<file path="config.mk">
export PLATFORM = sky130hd
export DESIGN_NAME = vhs_regs
export DESIGN_NICKNAME = d
export VERILOG_FILES = /design/src/vhs_pkg.sv /design/src/vhs_regs.sv
export SDC_FILE = /design/constraint.sdc
export NUM_CORES = 1
export LEC_CHECK = 0
export BUFFER_PORTS_ARGS = -buffer_cell sky130_fd_sc_hd__buf_2
export CORE_ASPECT_RATIO = 1.4
export CORE_MARGIN = 2
export CORE_UTILIZATION = 48
export DETAILED_ROUTE_END_ITERATION = 10
export PLACE_DENSITY = 0.76
export SYNTH_ARGS = -nofsm -noshare
export SYNTH_HDL_FRONTEND = slang
export SYNTH_SLANG_ARGS = --single-unit
</file>
<file path="constraint.sdc">
create_clock -name mclk -period 2.1 [get_ports mclk]
set_input_delay 0.525 -clock mclk [delete_from_list [all_inputs] [get_ports mclk]]
set_output_delay 0.525 -clock mclk [all_outputs]
set_load 0.01 [all_outputs]
</file>
<file path="src/vhs_pkg.sv">
// Overview of operation
// - first capability byte reads 03h, writes to it are ignored
// - product-data link byte always reads ECh, pointing at hot-swap structure
// - 9-bit offset field, software uses offsets 000h to 17Fh only
// - rom address is programmed offset plus fixed base 080h
// - address register bits 14:9 read as zero
// - flag written zero reads four rom bytes, flag goes to one when done
// - flag written one writes four rom bytes, flag goes to zero when done
// - data byte 0 is the start offset, bytes 1 to 3 follow upward
// - hot-swap capability byte reads 06h
// - hot-swap link byte reads zero, last in the chain
// - mask clear lets card-event assert, mask set blocks it, resets zero
// - led force-on bit drives led pin high, resets zero
// - force-on zero and removal clear leaves led pin undriven
// - force-on zero and removal set keeps led pin driven low
// - removal-pending sets when led pin high and primary reset deasserted
// - writing one clears removal-pending and releases the led pin
// - insertion-pending sets on led low, preload done, lockout clear
// - writing one clears insertion-pending; both pending bits reset zero
// - either pending bit holds card-event asserted while the mask is clear
// - hot-swap control bits 0, 2 and 5:4 read as zero
package vhs_pkg;

  // ************************************************************
  // register map, byte addresses
  // ************************************************************
  localparam logic [7:0] PD_CAP_ID_OFS   = 8'hE4;
  localparam logic [7:0] PD_NEXT_OFS     = 8'hE5;
  localparam logic [7:0] PD_ADDRESS_OFS  = 8'hE6;
  localparam logic [7:0] PD_WORD_OFS     = 8'hE8;
  localparam logic [7:0] HS_CAP_ID_OFS   = 8'hEC;
  localparam logic [7:0] HS_NEXT_OFS     = 8'hED;
  localparam logic [7:0] HS_CONTROL_OFS  = 8'hEE;

  // ************************************************************
  // fixed values
  // ************************************************************
  localparam logic [7:0] PD_CAP_ID_VAL   = 8'h03;
  localparam logic [7:0] PD_NEXT_VAL     = 8'hEC;
  localparam logic [7:0] HS_CAP_ID_VAL   = 8'h06;
  localparam logic [7:0] HS_NEXT_VAL     = 8'h00;
  localparam logic [9:0] ROM_PD_BASE     = 10'h080;

  // ************************************************************
  // field positions
  // ************************************************************
  localparam int OFFSET_MSB   = 8;
  localparam int FLAG_BIT     = 15;
  localparam int MASK_BIT     = 1;
  localparam int LED_BIT      = 3;
  localparam int REM_BIT      = 6;
  localparam int INS_BIT      = 7;

  // ************************************************************
  // reset values and counts
  // ************************************************************
  localparam logic [8:0]  OFFSET_RST   = 9'h000;
  localparam logic        FLAG_RST     = 1'b0;
  localparam logic [31:0] WORD_RST     = 32'h0000_0000;
  localparam logic [1:0]  LAST_BYTE    = 2'h3;

  // ************************************************************
  // rom byte request carrier
  // ************************************************************
  typedef struct packed {
    logic       we;
    logic [9:0] addr;
    logic [7:0] wdata;
  } vhs_rom_req_t;

  typedef enum logic [1:0] {
    VHS_IDLE,
    VHS_REQ,
    VHS_GAP
  } vhs_state_t;

endpackage

</file>
<file path="src/vhs_regs.sv">
`timescale 1ns/1ps
module vhs_regs
(
  input  wire logic                 mclk,
  input  wire logic                 resetn,
  input  wire logic [7:0]           reg_addr,
  input  wire logic [31:0]          reg_wdata,
  input  wire logic                 reg_wr,
  input  wire logic                 reg_rd,
  output logic [31:0]               reg_rdata,
  output logic                      rom_req_valid,
  output vhs_pkg::vhs_rom_req_t     rom_req,
  input  wire logic                 rom_ack,
  input  wire logic [7:0]           rom_rdata,
  output logic                      rom_busy,
  input  wire logic                 led_in,
  output logic                      led_out,
  output logic                      led_oe,
  output logic                      card_event_n,
  input  wire logic                 prim_rst_n,
  input  wire logic                 preload_done,
  input  wire logic                 host_lockout
);
  import vhs_pkg::*;

  // ************************************************************
  // state
  // ************************************************************
  logic [8:0]   offset_reg;
  logic         flag_reg;
  logic [31:0]  word_reg;
  logic         mask_reg;
  logic         led_force_reg;
  logic         removal_reg;
  logic         insertion_reg;
  vhs_state_t   state_reg;
  logic [1:0]   byte_reg;
  logic         op_we_reg;

  logic         wr_addr;
  logic         wr_word;
  logic         wr_ctrl;
  logic         start;
  logic         removal_next;
  logic         insertion_next;

  assign wr_addr = reg_wr && (reg_addr == PD_ADDRESS_OFS);
  assign wr_word = reg_wr && (reg_addr == PD_WORD_OFS);
  assign wr_ctrl = reg_wr && (reg_addr == HS_CONTROL_OFS);
  // address and word writes that arrive while a rom access runs are dropped so the
  // access in flight keeps a stable offset and data word
  assign start   = wr_addr && (state_reg == VHS_IDLE);

  function automatic logic [7:0] word_byte(input logic [31:0] w, input logic [1:0] i);
    word_byte = w[{i, 3'b000} +: 8];
  endfunction

  // ************************************************************
  // product-data address and flag
  // ************************************************************
  always_ff @(posedge mclk)
  begin
    if (!resetn)
    begin
      offset_reg <= OFFSET_RST;
      flag_reg   <= FLAG_RST;
      op_we_reg  <= 1'b0;
    end
    else if (start)
    begin
      offset_reg <= reg_wdata[OFFSET_MSB:0];
      flag_reg   <= reg_wdata[FLAG_BIT];
      op_we_reg  <= reg_wdata[FLAG_BIT];
    end
    else if (state_reg == VHS_GAP && byte_reg == LAST_BYTE)
    begin
      flag_reg <= ~op_we_reg;
    end
  end

  // ************************************************************
  // rom byte sequencer
  // ************************************************************
  always_ff @(posedge mclk)
  begin
    if (!resetn)
    begin
      state_reg <= VHS_IDLE;
      byte_reg  <= 2'h0;
    end
    else
    begin
      unique case (state_reg)
        VHS_IDLE:
        begin
          if (start)
          begin
            state_reg <= VHS_REQ;
            byte_reg  <= 2'h0;
          end
        end
        VHS_REQ:
        begin
          if (rom_ack)
          begin
            state_reg <= VHS_GAP;
          end
        end
        VHS_GAP:
        begin
          if (byte_reg == LAST_BYTE)
          begin
            state_reg <= VHS_IDLE;
          end
          else
          begin
            state_reg <= VHS_REQ;
            byte_reg  <= byte_reg + 2'h1;
          end
        end
      endcase
    end
  end

  // one idle cycle between bytes lets the rom drop its ack first
  always_ff @(posedge mclk)
  begin
    if (!resetn)
    begin
      rom_req_valid <= 1'b0;
      rom_req       <= '0;
      rom_busy      <= 1'b0;
    end
    else
    begin
      rom_busy      <= start || (state_reg == VHS_REQ) ||
                       (state_reg == VHS_GAP && byte_reg != LAST_BYTE);
      rom_req_valid <= (state_reg == VHS_IDLE && start) ||
                       (state_reg == VHS_GAP && byte_reg != LAST_BYTE) ||
                       (state_reg == VHS_REQ && !rom_ack);
      if (state_reg == VHS_IDLE && start)
      begin
        rom_req.we    <= reg_wdata[FLAG_BIT];
        rom_req.addr  <= ROM_PD_BASE + {1'b0, reg_wdata[OFFSET_MSB:0]};
        rom_req.wdata <= word_byte(word_reg, 2'h0);
      end
      else if (state_reg == VHS_GAP && byte_reg != LAST_BYTE)
      begin
        rom_req.addr  <= rom_req.addr + 10'h001;
        rom_req.wdata <= word_byte(word_reg, byte_reg + 2'h1);
      end
    end
  end

  // ************************************************************
  // product-data word
  // ************************************************************
  always_ff @(posedge mclk)
  begin
    if (!resetn)
    begin
      word_reg <= WORD_RST;
    end
    else if (wr_word && state_reg == VHS_IDLE)
    begin
      word_reg <= reg_wdata;
    end
    else if (state_reg == VHS_REQ && rom_ack && !op_we_reg)
    begin
      word_reg[{byte_reg, 3'b000} +: 8] <= rom_rdata;
    end
  end

  // ************************************************************
  // hot-swap control
  // ************************************************************
  always_ff @(posedge mclk)
  begin
    if (!resetn)
    begin
      mask_reg      <= 1'b0;
      led_force_reg <= 1'b0;
    end
    else if (wr_ctrl)
    begin
      mask_reg      <= reg_wdata[MASK_BIT];
      led_force_reg <= reg_wdata[LED_BIT];
    end
  end

  // a set in the same cycle as a write-one clear wins
  always_comb
  begin
    removal_next   = removal_reg;
    insertion_next = insertion_reg;
    if (wr_ctrl && reg_wdata[REM_BIT])
    begin
      removal_next = 1'b0;
    end
    if (wr_ctrl && reg_wdata[INS_BIT])
    begin
      insertion_next = 1'b0;
    end
    if (led_in && prim_rst_n)
    begin
      removal_next = 1'b1;
    end
    if (!led_in && preload_done && !host_lockout)
    begin
      insertion_next = 1'b1;
    end
  end

  always_ff @(posedge mclk)
  begin
    if (!resetn)
    begin
      removal_reg   <= 1'b0;
      insertion_reg <= 1'b0;
    end
    else
    begin
      removal_reg   <= removal_next;
      insertion_reg <= insertion_next;
    end
  end

  // ************************************************************
  // pins
  // ************************************************************
  always_ff @(posedge mclk)
  begin
    if (!resetn)
    begin
      led_out      <= 1'b0;
      led_oe       <= 1'b0;
      card_event_n <= 1'b1;
    end
    else
    begin
      led_out      <= led_force_reg;
      led_oe       <= led_force_reg || removal_next;
      card_event_n <= !((removal_next || insertion_next) && !mask_reg);
    end
  end

  // ************************************************************
  // read path
  // ************************************************************
  always_ff @(posedge mclk)
  begin
    if (!resetn)
    begin
      reg_rdata <= 32'h0000_0000;
    end
    else if (reg_rd)
    begin
      unique case (reg_addr)
        PD_CAP_ID_OFS:  reg_rdata <= {24'h000000, PD_CAP_ID_VAL};
        PD_NEXT_OFS:    reg_rdata <= {24'h000000, PD_NEXT_VAL};
        PD_ADDRESS_OFS: reg_rdata <= {16'h0000, flag_reg, 6'h00, offset_reg};
        PD_WORD_OFS:    reg_rdata <= word_reg;
        HS_CAP_ID_OFS:  reg_rdata <= {24'h000000, HS_CAP_ID_VAL};
        HS_NEXT_OFS:    reg_rdata <= {24'h000000, HS_NEXT_VAL};
        HS_CONTROL_OFS: reg_rdata <= {24'h000000, insertion_reg, removal_reg, 2'h0,
                                      led_force_reg, 1'b0, mask_reg, 1'b0};
        default:        reg_rdata <= 32'h0000_0000;
      endcase
    end
    else
    begin
      reg_rdata <= 32'h0000_0000;
    end
  end

endmodule

</file>
==> impl_metrics.yaml <==
clock_tree:
  cts_tree: "yes"
  cts_buffers: 9
  clk_pin_slew_ns: 0.07
  clockBufferDepth: 2
  cts_sinks: 106
  clk_latency_ns: 0.35
  htreeDepth: 3
  clockRootBuffer: "clkbuf_16"
  post_cts_buffers: 0
timing:
  finClkSkew_ns: 0.00332
  final_hold_viol_count: 0
  drv_slew: 0
  fin_crit_ns: 1.91
  fmax_ghz: 0.522
  whs_ns: 0.423
  finalCritPeriodShare_pct: 91.2
  tns_ns: 0
  setup_viol: 0
  slew_headroom_pct: 66.4
  rsz0062_at_grt: "false"
  worst_pin_slew_ns: 0.502
setup_path:
  critical_path.cell_chain: "inv_1, ha_1, buf_12, mux4_2, a22oi_1, a21oi_1"
  end_kind: "register"
  cp_slowest_cell: "mux4_2"
  crit_type: "register to register"
  crit_path_start_kind: "register"
  arrival_ns: 2.15
  crit_required_ns: 2.33
  cpPeakStageDelay_ns: 0.51
  cp_max_fo: 12
drt:
  via_per_inst: 6.06
  wl_per_cell_um: 19.0
  finalWirelength_mm: 13.7
  first_pass_iters: 5
  drtIter0Drc: 274
  ant_nets: 0
  vias: 4375
  drc: 0
yosys:
  yosys.cell_types.count: 58
  ys_top_cells_by_area: "dfxtp_1 (46%), a21oi_1 (5.6%), nand2_1 (5.3%)"
  yosysMostFrequentCell: "dfxtp_1"
  ys_seq_area_share_pct: 45.6
  syn_inst: 500
  syn_area_mm2: 0.00465
  yosys-top-cells-count: "dfxtp_1 (106), nand2_1 (66), a21oi_1 (52)"
  synth_edf_count: 0
  syn_nets: 563
  synth_flop_cell: "dfxtp_1"
  yosysTopAreaCell: "dfxtp_1"
  async_flop_share_pct: 0
  ys_seq_elements: 106
  yosysWarnings: 0
  avgSynthCellArea_um2: 9.31
  synth_top_cell_area_share_pct: 45.6
global_route:
  grt_max_degree: 40
  antenna_found_initial: 0
  grt_pass1_vias: 4160
  grt_pass1_wl_mm: 21.5
  gr-total-overflow: 0
  grt_usage_pct: 26.7
layout:
  fillers: 833
  multi_input_area_mm2: 0.00230
  nets: 671
  final-seq-area_mm2: 0.00212
  area_growth_pct: 22.4
  instances_no_fill: 722
  drive_gt1_share_pct: 27.6
  fin_area_mm2: 0.00570
  diodes: 0
power:
  irDropWorstVdd_mv: 0.383
  swShare_pct: 20.6
  combPwrFrac_pct: 4.7
  switching_power_uw: 831
  p_seq_share_pct: 50.1
  power.density_mw_per_mm2: 708
  clockPowerShare_pct: 45.1
  internal_power_uw: 3200
  leakagePower_uw: 0.00233
  finalPower_uw: 4030
floorplanning:
  die_height_um: 121
  dieArea_mm2: 0.0105
  ioPinCount: 113
  rows: 42
  start_util_pct: 49.2
  die_w_um: 87.2
  core-area_mm2: 0.00946
placed_design:
  placed_cell_area_mm2: 0.00537
  portBuffers: 112
  placed_cells: 707
  place_hpwl_mm: 10.4
  place_congestion: 0.908
hold_path:
  hp-class: "primary input to register"
status:
  outcome: "completed"
job:
  drv_cap: 0
[power by group through the flow]
stage                     clock network [uW]  logic (uW)  registers, uW
after global routing                    1910         206           2020
after CTS                               1830         188           2020
after detailed placement                   0         187           2070
after global placement                     0         186           2070
final                                   1820         191           2020
after floorplan                            0        77.1           2070
[critical path, delay by kind of cell (launching register included)]
kind / cells / cell delay, ns
compound gates: 2 / 0.32
fa+ha+maj: 1 / 0.34
buf+inv: 2 / 0.24
flops: 1 / 0.38
mux: 1 / 0.51
[path summary, 6_finish.rpt]
check / slack (ns) / startpoint / depth (start not counted) / endpoint
worst max-delay path: 0.19 / byte_reg[1] / 6 / rom_req[6]
worst min-delay path: 0.42 / reg_wdata[21] / 3 / word_reg[21]
worst max register to register: 0.19 / byte_reg[1] / 6 / rom_req[6]
worst min register to register: 0.45 / offset_reg[1] / 2 / offset_reg[1]
[cell families (layout without fill, tap and decap cells)]
| kind of cell | Yosys count | after routing | synth area share [%] |
|---|---|---|---|
| muxes | 10 | 10 | 4.30 |
| and+or+nand+nor | 199 | 199 | 23.6 |
| buffers and inverters | 45 | 157 | 5.03 |
| xor gates and xnor gates | 4 | 4 | 0.753 |
| DFF | 106 | 106 | 45.6 |
| adders and majority gates | 6 | 6 | 1.61 |
| AOI/OAI and AO/OA | 130 | 130 | 19.1 |
[cell type report]
class | count | share of cell area, %
Clock inverter | 2 | 1.05
Clock buffer | 13 | 4.57
Timing Repair Buffer | 136 | 13.9
Multi-Input combinational cell | 349 | 40.4
Sequential cell | 106 | 37.3
Inverter | 6 | 0.395
Tap cell | 110 | 2.42
[metal layers]
metal | wire, um | part of all wire [%] | up-vias | GRT usage (%)
met4 | 458 | 3.3 | 0 | 13.0
met2 | 6900 | 50 | 207 | 44.3
li1 | - | - | 2052 | -
met3 | 923 | 6.7 | 47 | 5.67
met5 | 0 | 0 | - | 0
met1 | 5450 | 40 | 2069 | 32.3
[metrics by stage]
stage | utilization (%) | worst slack [ns]
after global routing | 60.2 | 0.000180
after CTS | 60.2 | 0.187
after detailed placement | 56.8 | 0.186
after floorplan | - | 0.0168
final | 60.2 | 0.186
after global placement | 56.8 | 0.181
[what timing repair did]
| action | CTS | global route |
|---|---|---|
| gates resized for setup | 0 | 1 |
| hold buffers | 0 | 0 |
| endpoints found under the setup margin | 0 | 1 |
[cell usage in the layout, fill, tap and decap left out, types with 4 or more instances in the layout]
cell       netlist  routed
buf_2           16     112
dfxtp_1        106     106
nand2_1         66      66
a21oi_1         52      52
and2_1          31      31
nand3_1         28      28
buf_4            2      20
nor2_1          18      18
o221a_1         18      18
nand4_1         16      16
a22oi_1         13      13
o21ai_1         11      11
a31oi_1         10      10
clkbuf_16        0       9
mux4_2           8       8
ha_1             6       6
inv_1            5       5
nor3_1           4       4
xnor2_1          4       4
o21ai_0          4       4
a221oi_1         4       4
buf_12           0       4
No activity file was read; power rests on OpenSTA's default activity.
